**config.mk**
```make
export PLATFORM = sky130hd
export DESIGN_NAME = siep_event_pulser
export DESIGN_NICKNAME = d
export VERILOG_FILES = /design/src/siep_pkg.sv /design/src/siep_sync.sv /design/src/siep_spi_check.sv /design/src/siep_event_pulser.sv
export SDC_FILE = /design/constraint.sdc
export NUM_CORES = 1
export LEC_CHECK = 0
export ABC_AREA = 1
export BUFFER_PORTS_ARGS = -buffer_cell sky130_fd_sc_hd__buf_2
export CAP_MARGIN = 20
export CORE_MARGIN = 3
export CORE_UTILIZATION = 35
export DETAILED_ROUTE_END_ITERATION = 10
export PLACE_DENSITY = 0.57
export SYNTH_ARGS = -nofsm -noshare
export SYNTH_HDL_FRONTEND = slang
export SYNTH_SLANG_ARGS = --single-unit
```
**constraint.sdc**
```tcl
create_clock -name clock -period 7.98 [get_ports clock]
set_clock_uncertainty 0.2 [all_clocks]
set_input_delay 1.197 -clock clock [delete_from_list [all_inputs] [get_ports clock]]
set_output_delay 1.197 -clock clock [all_outputs]
set_load 0.05 [all_outputs]
```
**src/siep_pkg.sv**
```systemverilog
// constants, carriers and states shared by the interrupt event pulser
package siep_pkg;

  localparam int SIEP_CLK_MHZ    = 25;
  localparam int SIEP_FRAME_BITS = 16;
  localparam int SIEP_NUM_SRC    = 32;
  localparam int SIEP_NUM_IO     = 6;
  localparam int SIEP_NUM_MON    = 6;
  localparam int SIEP_NUM_TWARN  = 3;
  localparam int SIEP_CNT_W      = 12;

  // clocks expected between chip select edges
  localparam logic [4:0] SIEP_FRAME_CLKS = 5'h10;

  // source positions in the event vector
  localparam int SIEP_SRC_IO_CHG   = 0;
  localparam int SIEP_SRC_IO_WAKE  = 6;
  localparam int SIEP_SRC_BUS_WAKE = 12;
  localparam int SIEP_SRC_TXD_DOM  = 13;
  localparam int SIEP_SRC_RXD_REC  = 14;
  localparam int SIEP_SRC_BUS_DOM  = 15;
  localparam int SIEP_SRC_SNS_TO   = 16;
  localparam int SIEP_SRC_AUX_TO   = 17;
  localparam int SIEP_SRC_TWARN    = 18;
  localparam int SIEP_SRC_MON      = 21;
  localparam int SIEP_SRC_REQ      = 27;
  localparam int SIEP_SRC_SPI_SEC  = 28;
  localparam int SIEP_SRC_SPI_CLK  = 29;
  localparam int SIEP_SRC_SPI_REQ  = 30;
  localparam int SIEP_SRC_SPI_PAR  = 31;

  // register addresses in the 5-bit frame address field
  localparam logic [4:0] SIEP_ADDR_CFG   = 5'h01;
  localparam logic [4:0] SIEP_ADDR_REQ   = 5'h02;
  localparam logic [4:0] SIEP_ADDR_TOPO  = 5'h03;
  localparam logic [4:0] SIEP_ADDR_MASK0 = 5'h04;
  localparam logic [4:0] SIEP_ADDR_FLAG0 = 5'h08;
  localparam logic [4:0] SIEP_ADDR_LIMIT = 5'h0c;

  // reset values
  localparam logic [4:0] SIEP_CFG_RST  = 5'h04;
  localparam logic [7:0] SIEP_MASK_RST = 8'h00;

  // pulse lengths per code, and the high gap between two pulses
  localparam int SIEP_PULSE0_US = 20;
  localparam int SIEP_PULSE1_US = 40;
  localparam int SIEP_PULSE2_US = 80;
  localparam int SIEP_PULSE3_US = 160;
  localparam int SIEP_GAP_US    = 2;
  localparam logic [11:0] SIEP_PULSE0_CYC = 12'(SIEP_PULSE0_US * SIEP_CLK_MHZ);
  localparam logic [11:0] SIEP_PULSE1_CYC = 12'(SIEP_PULSE1_US * SIEP_CLK_MHZ);
  localparam logic [11:0] SIEP_PULSE2_CYC = 12'(SIEP_PULSE2_US * SIEP_CLK_MHZ);
  localparam logic [11:0] SIEP_PULSE3_CYC = 12'(SIEP_PULSE3_US * SIEP_CLK_MHZ);
  localparam logic [11:0] SIEP_GAP_CYC    = 12'(SIEP_GAP_US * SIEP_CLK_MHZ);

  typedef struct packed {
    logic       write;
    logic [4:0] addr;
    logic [7:0] data;
    logic       sec;
    logic       par;
  } siep_frame_t;

  typedef struct packed {
    logic       sns_ext;
    logic       aux_ext;
    logic       out_en;
    logic [1:0] len;
  } siep_cfg_t;

  typedef enum logic [2:0] {
    SIEP_IDLE  = 3'b001,
    SIEP_PULSE = 3'b010,
    SIEP_GAP   = 3'b100
  } siep_state_t;

endpackage : siep_pkg

```
**src/siep_sync.sv**
```systemverilog
// two-flop synchroniser for levels from outside the clock domain
`timescale 1ns/1ps
module siep_sync #(
  parameter int               WIDTH   = 1,
  parameter logic [WIDTH-1:0] RST_VAL = '0
) (
  input  wire logic             clock,
  input  wire logic             rst,
  input  wire logic             clk_en,
  input  wire logic [WIDTH-1:0] din,
  output logic      [WIDTH-1:0] dout
);

  logic [WIDTH-1:0] meta;

  always_ff @(posedge clock or posedge rst) begin
    if (rst) begin
      meta <= RST_VAL;
      dout <= RST_VAL;
    end else if (clk_en) begin
      meta <= din;
      dout <= meta;
    end
  end

endmodule : siep_sync

```
**src/siep_spi_check.sv**
```systemverilog
// spi frame capture with clock count and parity checks
`timescale 1ns/1ps
module siep_spi_check
  import siep_pkg::*;
(
  input  wire logic  clock,
  input  wire logic  rst,
  input  wire logic  clk_en,
  input  wire logic  sclk,
  input  wire logic  chip_select_n,
  input  wire logic  mosi,
  output logic       frame_done,
  output siep_frame_t frame,
  output logic       clk_ok,
  output logic       par_ok
);

  logic        sclk_d;
  logic        cs_d;
  logic [4:0]  cnt;
  logic [15:0] shift;
  logic        sclk_rise;
  logic        cs_fall;
  logic        cs_rise;

  assign sclk_rise = sclk & ~sclk_d;
  assign cs_fall   = ~chip_select_n & cs_d;
  assign cs_rise   = chip_select_n & ~cs_d;

  always_ff @(posedge clock or posedge rst) begin
    if (rst) begin
      sclk_d <= 1'b0;
      cs_d   <= 1'b1;
    end else if (clk_en) begin
      sclk_d <= sclk;
      cs_d   <= chip_select_n;
    end
  end

  // counter saturates so that very long frames still read as wrong
  always_ff @(posedge clock or posedge rst) begin
    if (rst) begin
      cnt   <= 5'h00;
      shift <= 16'h0000;
    end else if (clk_en) begin
      if (cs_fall) begin
        cnt   <= 5'h00;
        shift <= 16'h0000;
      end else if (~chip_select_n && sclk_rise) begin
        shift <= {shift[14:0], mosi};
        if (cnt != 5'h1f) begin
          cnt <= cnt + 5'h01;
        end
      end
    end
  end

  always_ff @(posedge clock or posedge rst) begin
    if (rst) begin
      frame_done <= 1'b0;
      frame      <= '0;
      clk_ok     <= 1'b0;
      par_ok     <= 1'b0;
    end else if (clk_en) begin
      frame_done <= cs_rise;
      if (cs_rise) begin
        frame  <= shift;
        clk_ok <= (cnt == SIEP_FRAME_CLKS);
        par_ok <= ^shift;
      end
    end
  end

endmodule : siep_spi_check

```
**src/siep_event_pulser.sv**
```systemverilog
// interrupt event latching, masking and low pulse generation
// Overview of operation
// - any enabled event drives a low pulse on the interrupt pin, then high
// - pin behaviour and pulse length written during init, used for later pulses
// - masked sources never cause a pulse
// - in main state, frame with clock count other than 16 flags error
// - malformed access, init-only write in normal mode, unknown address flag error
// - in main state, frame parity failure flags error
// - secured check failure on an spi transfer flags error
// - host request command produces a pulse like any event
// - each of six io pins raises an event on level change
// - each of six io pins raises its own wake event
// - can bus wake activity raises an event
// - transmit data clamped dominant raises an event
// - receive data clamped recessive raises an event
// - can bus stuck dominant raises an event
// - limit duration expiry raises event only with external pass transistor
// - pass transistor thermal warning raises an event
// - pre-converter step-down or step-up state reported to host
`timescale 1ns/1ps
module siep_event_pulser
  import siep_pkg::*;
#(
  parameter int NUM_IO  = SIEP_NUM_IO,
  parameter int NUM_MON = SIEP_NUM_MON
) (
  input  wire logic                    clock,
  input  wire logic                    rst,
  input  wire logic                    clk_en,
  input  wire logic                    init_phase,
  input  wire logic                    main_state,
  input  wire logic                    sclk,
  input  wire logic                    chip_select_n,
  input  wire logic                    mosi,
  input  wire logic [NUM_IO-1:0]       io_level,
  input  wire logic [NUM_IO-1:0]       io_wake_event,
  input  wire logic                    bus_wake_event,
  input  wire logic                    txd_clamp_dom,
  input  wire logic                    rxd_clamp_rec,
  input  wire logic                    bus_stuck_dom,
  input  wire logic                    sns_limit_timeout,
  input  wire logic                    aux_limit_timeout,
  input  wire logic [2:0]              pass_twarn,
  input  wire logic [NUM_MON-1:0]      monitor_fault,
  input  wire logic                    pre_converter_topology_in,
  output logic                         irq_pulse_out_n,
  output logic                         pre_converter_topology_state,
  output logic [SIEP_NUM_SRC-1:0]      event_flags,
  output logic [7:0]                   read_data,
  output logic                         read_valid
);

  localparam int LVL_W = NUM_IO + NUM_MON + 9;

  logic [LVL_W-1:0]        lvl_raw;
  logic [LVL_W-1:0]        lvl;
  logic [2:0]              spi_s;
  logic [NUM_IO-1:0]       io_s;
  logic [NUM_IO-1:0]       io_prev;
  logic [LVL_W-NUM_IO-2:0] ana_s;
  logic [LVL_W-NUM_IO-2:0] ana_prev;
  logic [LVL_W-NUM_IO-2:0] ana_rise;
  logic [2:0]              warm;
  logic                    primed;
  logic                    frame_done;
  siep_frame_t             frame;
  logic                    clk_ok;
  logic                    par_ok;
  siep_cfg_t               cfg;
  logic [7:0]              mask [4];
  logic [SIEP_NUM_SRC-1:0] mask_all;
  logic [SIEP_NUM_SRC-1:0] evt;
  logic [SIEP_NUM_SRC-1:0] clr;
  logic                    sec_ok;
  logic                    good;
  logic                    known;
  logic                    malformed;
  logic                    init_viol;
  logic                    act;
  logic                    req_cmd;
  logic                    fire;
  logic                    pend;
  siep_state_t             state;
  siep_state_t             next_state;
  logic [SIEP_CNT_W-1:0]   cnt;
  logic [SIEP_CNT_W-1:0]   len_cyc;

  // io levels and analog status are synchronised in one bank; the spi pins in a second, wake events not at all
  assign lvl_raw = {pre_converter_topology_in, monitor_fault, pass_twarn,
                    aux_limit_timeout, sns_limit_timeout, bus_stuck_dom,
                    rxd_clamp_rec, txd_clamp_dom, io_level};

  siep_sync #(
    .WIDTH   (LVL_W),
    .RST_VAL ('0)
  ) u_lvl_sync (
    .clock  (clock),
    .rst    (rst),
    .clk_en (clk_en),
    .din    (lvl_raw),
    .dout   (lvl)
  );

  siep_sync #(
    .WIDTH   (3),
    .RST_VAL (3'h2)
  ) u_spi_sync (
    .clock  (clock),
    .rst    (rst),
    .clk_en (clk_en),
    .din    ({sclk, chip_select_n, mosi}),
    .dout   (spi_s)
  );

  siep_spi_check u_spi_check (
    .clock         (clock),
    .rst           (rst),
    .clk_en        (clk_en),
    .sclk          (spi_s[2]),
    .chip_select_n (spi_s[1]),
    .mosi          (spi_s[0]),
    .frame_done    (frame_done),
    .frame         (frame),
    .clk_ok        (clk_ok),
    .par_ok        (par_ok)
  );

  assign io_s  = lvl[NUM_IO-1:0];
  assign ana_s = lvl[LVL_W-2:NUM_IO];

  // history primes over the sync delay, so reset never looks like a change
  always_ff @(posedge clock or posedge rst) begin
    if (rst) begin
      warm     <= 3'h0;
      io_prev  <= '0;
      ana_prev <= '0;
    end else if (clk_en) begin
      warm     <= {warm[1:0], 1'b1};
      io_prev  <= io_s;
      ana_prev <= ana_s;
    end
  end

  assign primed   = warm[2];
  assign ana_rise = ana_s & ~ana_prev & {(LVL_W-NUM_IO-1){primed}};

  always_ff @(posedge clock or posedge rst) begin
    if (rst) begin
      pre_converter_topology_state <= 1'b0;
    end else if (clk_en) begin
      pre_converter_topology_state <= lvl[LVL_W-1];
    end
  end

  // frame decode
  assign sec_ok    = (frame.sec == ~^{frame.write, frame.addr,
                                       frame.data[7:6]});
  assign good      = clk_ok & sec_ok & (par_ok | ~main_state);
  assign known     = (frame.addr >= SIEP_ADDR_CFG) &&
                     (frame.addr < SIEP_ADDR_LIMIT);
  assign malformed = (~frame.write & (frame.data != 8'h00)) |
                     (frame.write & ((frame.addr == SIEP_ADDR_TOPO) |
                      (frame.addr >= SIEP_ADDR_FLAG0)));
  assign init_viol = frame.write & (frame.addr == SIEP_ADDR_CFG) &
                     ~init_phase;
  assign act       = frame_done & good & known & ~malformed & ~init_viol;
  assign req_cmd   = act & frame.write & (frame.addr == SIEP_ADDR_REQ) &
                     frame.data[0];

  always_ff @(posedge clock or posedge rst) begin
    if (rst) begin
      cfg <= SIEP_CFG_RST;
    end else if (clk_en) begin
      if (act && frame.write && frame.addr == SIEP_ADDR_CFG) begin
        cfg <= frame.data[4:0];
      end
    end
  end

  always_ff @(posedge clock or posedge rst) begin
    if (rst) begin
      for (int i = 0; i < 4; i++) begin
        mask[i] <= SIEP_MASK_RST;
      end
    end else if (clk_en) begin
      if (act && frame.write && frame.addr[4:2] == SIEP_ADDR_MASK0[4:2]) begin
        mask[frame.addr[1:0]] <= frame.data;
      end
    end
  end

  assign mask_all = {mask[3], mask[2], mask[1], mask[0]};

  // read answer is registered on read_data, with read_valid high for one cycle
  always_ff @(posedge clock or posedge rst) begin
    if (rst) begin
      read_data  <= 8'h00;
      read_valid <= 1'b0;
    end else if (clk_en) begin
      read_valid <= act & ~frame.write;
      if (act && !frame.write) begin
        if (frame.addr == SIEP_ADDR_CFG) begin
          read_data <= {3'h0, cfg};
        end else if (frame.addr == SIEP_ADDR_TOPO) begin
          read_data <= {7'h00, pre_converter_topology_state};
        end else if (frame.addr[4:2] == SIEP_ADDR_MASK0[4:2]) begin
          read_data <= mask[frame.addr[1:0]];
        end else if (frame.addr[4:2] == SIEP_ADDR_FLAG0[4:2]) begin
          read_data <= event_flags[8*frame.addr[1:0] +: 8];
        end else begin
          read_data <= 8'h00;
        end
      end
    end
  end

  // event vector
  always_comb begin
    evt = '0;
    evt[SIEP_SRC_IO_CHG +: NUM_IO]  = (io_s ^ io_prev) & {NUM_IO{primed}};
    evt[SIEP_SRC_IO_WAKE +: NUM_IO] = io_wake_event;
    evt[SIEP_SRC_BUS_WAKE] = bus_wake_event;
    evt[SIEP_SRC_TXD_DOM]  = ana_rise[0];
    evt[SIEP_SRC_RXD_REC]  = ana_rise[1];
    evt[SIEP_SRC_BUS_DOM]  = ana_rise[2];
    evt[SIEP_SRC_SNS_TO]   = ana_rise[3] & cfg.sns_ext;
    evt[SIEP_SRC_AUX_TO]   = ana_rise[4] & cfg.aux_ext;
    evt[SIEP_SRC_TWARN +: SIEP_NUM_TWARN] = ana_rise[7:5];
    evt[SIEP_SRC_MON +: NUM_MON] = ana_rise[8 +: NUM_MON];
    evt[SIEP_SRC_REQ]     = req_cmd;
    evt[SIEP_SRC_SPI_SEC] = frame_done & clk_ok & ~sec_ok;
    evt[SIEP_SRC_SPI_CLK] = frame_done & main_state & ~clk_ok;
    evt[SIEP_SRC_SPI_REQ] = frame_done & good &
                            (~known | malformed | init_viol);
    evt[SIEP_SRC_SPI_PAR] = frame_done & clk_ok & main_state &
                            ~par_ok;
  end

  // a read clears its byte; a new event in the same cycle still sets it
  always_comb begin
    clr = '0;
    if (act && !frame.write && frame.addr[4:2] == SIEP_ADDR_FLAG0[4:2]) begin
      clr[8*frame.addr[1:0] +: 8] = 8'hff;
    end
  end

  always_ff @(posedge clock or posedge rst) begin
    if (rst) begin
      event_flags <= '0;
    end else if (clk_en) begin
      event_flags <= (event_flags & ~clr) | evt;
    end
  end

  assign fire = cfg.out_en & (|(evt & ~mask_all));

  always_comb begin
    case (cfg.len)
      2'h0:    len_cyc = SIEP_PULSE0_CYC;
      2'h1:    len_cyc = SIEP_PULSE1_CYC;
      2'h2:    len_cyc = SIEP_PULSE2_CYC;
      default: len_cyc = SIEP_PULSE3_CYC;
    endcase
  end

  always_comb begin
    next_state = state;
    case (state)
      SIEP_IDLE: begin
        if (fire) begin
          next_state = SIEP_PULSE;
        end
      end
      SIEP_PULSE: begin
        if (cnt == '0) begin
          next_state = SIEP_GAP;
        end
      end
      SIEP_GAP: begin
        if (cnt == '0) begin
          next_state = (pend | fire) ? SIEP_PULSE : SIEP_IDLE;
        end
      end
      default: next_state = SIEP_IDLE;
    endcase
  end

  // the gap keeps back-to-back pulses visible as separate edges
  always_ff @(posedge clock or posedge rst) begin
    if (rst) begin
      state <= SIEP_IDLE;
      cnt   <= '0;
    end else if (clk_en) begin
      state <= next_state;
      if (next_state == SIEP_PULSE && state != SIEP_PULSE) begin
        cnt <= len_cyc - 12'h001;
      end else if (next_state == SIEP_GAP && state == SIEP_PULSE) begin
        cnt <= SIEP_GAP_CYC - 12'h001;
      end else if (cnt != '0) begin
        cnt <= cnt - 12'h001;
      end
    end
  end

  // events inside a pulse are merged; only the gap remembers one
  always_ff @(posedge clock or posedge rst) begin
    if (rst) begin
      pend <= 1'b0;
    end else if (clk_en) begin
      if (next_state == SIEP_PULSE) begin
        pend <= 1'b0;
      end else if (state == SIEP_GAP && fire) begin
        pend <= 1'b1;
      end
    end
  end

  always_ff @(posedge clock or posedge rst) begin
    if (rst) begin
      irq_pulse_out_n <= 1'b1;
    end else if (clk_en) begin
      irq_pulse_out_n <= (next_state != SIEP_PULSE);
    end
  end

endmodule : siep_event_pulser

```
==> impl_results.md <==
* Die area at 31,740 um2
* Post-CTS sizing at 0
* Post-Syn Area at about 10,000 um2
* R2R Path Start: u_spi_check.frame[10]
* Global-route wire length before repair at 45.37 mm
* Boundary pin count at 79
* Pwr Density at around 260 nW/um2
* Hold Vio Cnt, Final at 0
* Worst hold start: warm[0]
* Detail Route Antenna Nets at 0
* Drt initial violations at 672
* Antenna fix cells at 0
* Setup TNS at 0 ns
* Clock root cell: clkbuf_16
* Max_slew headroom at 35.35%
* CTS Sinks at 208
* Fmax at 240.9 MHz
* Synth area leader: dfrtp_1
* Reg area at 5213 um2
* Area growth from synthesis to layout at 13.91%
* Total number of vias at 8,447
* Top FF cell, synth: dfrtp_1
* Max Cap Viol at 0
* Critical setup path kind: flop to flop
* Wire per inst at 16.04 um
* Initial antenna violation count at 0
* Starting Density at 35.85%
* WP data required at between 8 and 9 ns
* WHS Endpoint: warm[0]
* Final wirelength at 28.13 mm
* Core area at 28,940 um2
* Sequential element share of the synthesized area at 50.25%
* Synthesized Nets at about 1,400
* Crit. End Element: flop
* Synth cell count leaders: nand2_1 (430), dfrtp_1 (202), inv_1 (143), o21ai_0 (133), nor2_1 (55)
* TritonCTS clock tree: done
* Pin count of the biggest net entering global routing at 132
* Clock-pin slew on the worst setup and hold paths at 0.06 ns
* Outcome: complete, no violations
* Hold WC Path Type: flop to flop
* Crit path DAT at ~4.4 ns
* Filler cells at 2,973
* CTS Buf Count at 25
* Crit path max fanout at 47
* Unrepaired setup endpoints after global routing: no
* Worst hold stages at 1
* Setup repair bufs after CTS at 0
* Skew-Pair Late Insertion Delay at 0.52 ns
* Post-synth EDFFs at 0
* Syn avg cell area at about 8.0 um2
* LEAKAGE at between 5 and 6 nW
* Dominant cells by area after synthesis: dfrtp_1 (49%), nand2_1 (16%), o21ai_0 (6.4%)
* Syn Inst Count at 1,294
* Row count at 62
* Crit start category: flop
* Final hold slack at ~0.27 ns
* Async S/R FF share, synth at 100.0%
* Synth Register Bits at 208
* Slew Limit Fails at 0
* Die Y-Extent at 178.2 um
* Clock buffer depth at 3
* # nets final at 1,410
* Synth unique cells at 45
* Synth warn at 0
* Gp weighted congestion at 0.8766
* R2R Setup Slk at 3.83 ns
* Die width at 178.2 um
* Layout cell share with drive strength beyond 1 at a little under an eighth
* GRT overflow at 0
* Worst-margin pin slew at 0.9662 ns
* H-tree Lvls at 1
* Vias per std cell at ~4.8
* Vias in the first global route at 8,165
* Reg-to-Reg End: pend
* Area of the multi-input gates at about 4300 um2
* Most common cell in the synthesized netlist: nand2_1
* Final Setup Violations at 0
* Total track usage at a little under a fifth
* Pre-antenna DRT Iters at 5
* Max VDD drop at 0.1757 mV
* Port Buffers at 78
* CTS Hold Bufs at 0
* DRC at 0
* DP HPWL at 19.83 mm
* Final Cycle Share at between 50% and 60%
* Share of the synthesized area in the top cell type at approximately half
* Reg2reg path depth at 18
* Period minus WS final at 4.152 ns
-- worst max-delay path by stage --
stage / from / end / slack [ns] / cells after the start
6_report: u_spi_check.frame[10] / pend / 3.83 / 18
5_1_grt: u_spi_check.frame[10] / pend / 3.39 / 18
4_1_cts: u_spi_check.frame[10] / pend / 3.86 / 18
3_5_place_dp: u_spi_check.frame[10] / pend / 3.89 / 18
3_3_place_gp: u_spi_check.frame[10] / pend / 3.91 / 18
2_1_floorplan: rst / ana_prev[0] / 0.91 / 1
-- placed cells by master (no fill, tap or decap), types with 2 or more instances in the layout --
cell type / n
ha_1: 23
o22ai_1: 2
nor3_1: 7
a21oi_1: 30
buf_4: 7
inv_4: 2
nand3_1: 48
nand2_2: 3
nor4_1: 2
mux2i_1: 4
o21ai_0: 133
xor2_1: 5
o211ai_1: 10
or2_2: 2
xnor2_1: 18
nand3_4: 4
clkinv_2: 3
o32ai_1: 2
dfstp_2: 6
inv_1: 141
nor2_2: 4
inv_2: 6
dfrtp_1: 202
o21a_1: 2
o31ai_1: 6
clkbuf_16: 25
clkbuf_8: 6
nor2_1: 55
o21ai_2: 3
clkbuf_1: 10
o21ai_1: 50
nand4_1: 24
nor2_4: 2
clkinv_1: 2
buf_2: 77
nand2_1: 430
-- critical path: stages, from the launching register on --
cell      delay [ns]
dfrtp_1         0.32
buf_4           0.38
clkinv_1        0.58
ha_1            0.55
inv_1           0.07
nand2_1         0.07
nand2_1         0.05
nand2_1         0.06
nand2_1         0.06
nand2_1         0.08
nand3_2         0.11
nor2_2          0.12
nand2_1         0.06
nand3_1         0.11
nand2_1         0.14
a21oi_1         0.64
nand3_1         0.25
o21ai_0         0.14
inv_1           0.05
-- power breakdown --
group | switching, mW | internal, mW | total (mW)
clock network | 0.437 | 0.635 | 1.07
registers | 0.107 | 1.18 | 1.29
logic | 0.446 | 0.231 | 0.677
-- kinds of logic (layout without fill, tap and decap cells) --
family                     Yosys count  count (layout)  share of synthesized area, %
and+or+nand+nor                    587             587                         23.91
AOI/OAI and AO/OA                  242             242                         12.41
DFF                                208             208                         50.25
buffers and inverters              207             283                         8.323
adders and majority gates           23              23                         2.774
xor gates and xnor gates            23              23                         1.942
muxes                                4               4                        0.3860
-- sequential cells by signal (all words and copies together), names as in the netlist, 3 cells and up --
| name | cells |
|---|---|
| read_data | 8 |
| u_lvl_sync.meta | 21 |
| state | 3 |
| cfg | 5 |
| u_spi_check.shift | 16 |
| u_spi_check.cnt | 5 |
| mask | 32 |
| u_spi_sync.meta | 3 |
| warm | 3 |
| io_prev | 6 |
| u_spi_check.frame | 15 |
| u_spi_sync.dout | 3 |
| event_flags | 32 |
| cnt | 12 |
| u_lvl_sync.dout | 21 |
| ana_prev | 14 |
-- final cells by class --
cell class,instances,area share (%)
Clock buffer,41,6.312
Clock inverter,5,0.2647
Inverter,152,4.935
Multi-Input combinational cell,879,36.37
Sequential cell,208,44.12
Tap cell,384,4.066
Timing Repair Buffer,85,3.939
-- layer usage --
metal	track usage (%)	part of all wire, %	up-vias
li1	-	-	4243
met1	26.61	48	3929
met2	27.34	43	232
met3	3.427	6.6	43
met4	4.843	2.6	0
met5	0	0	-
-- through the flow --
step | power, mW | utilization, % | setup WS (ns) | std cells | instance area [um2]
3_3_place_gp | 1.977 | 38.05 | 3.909 | 1707 | 11010
2_1_floorplan | 1.813 | - | 0.9121 | 1294 | 10370
4_1_cts | 3.074 | 40.74 | 3.862 | 1753 | 11790
3_5_place_dp | 1.987 | 38.05 | 3.889 | 1707 | 11010
5_1_grt | 3.235 | 40.83 | 3.394 | 1754 | 11820
6_report | 3.041 | 40.83 | 3.828 | 1754 | 11820
No activity file was read; power rests on OpenSTA's default activity.
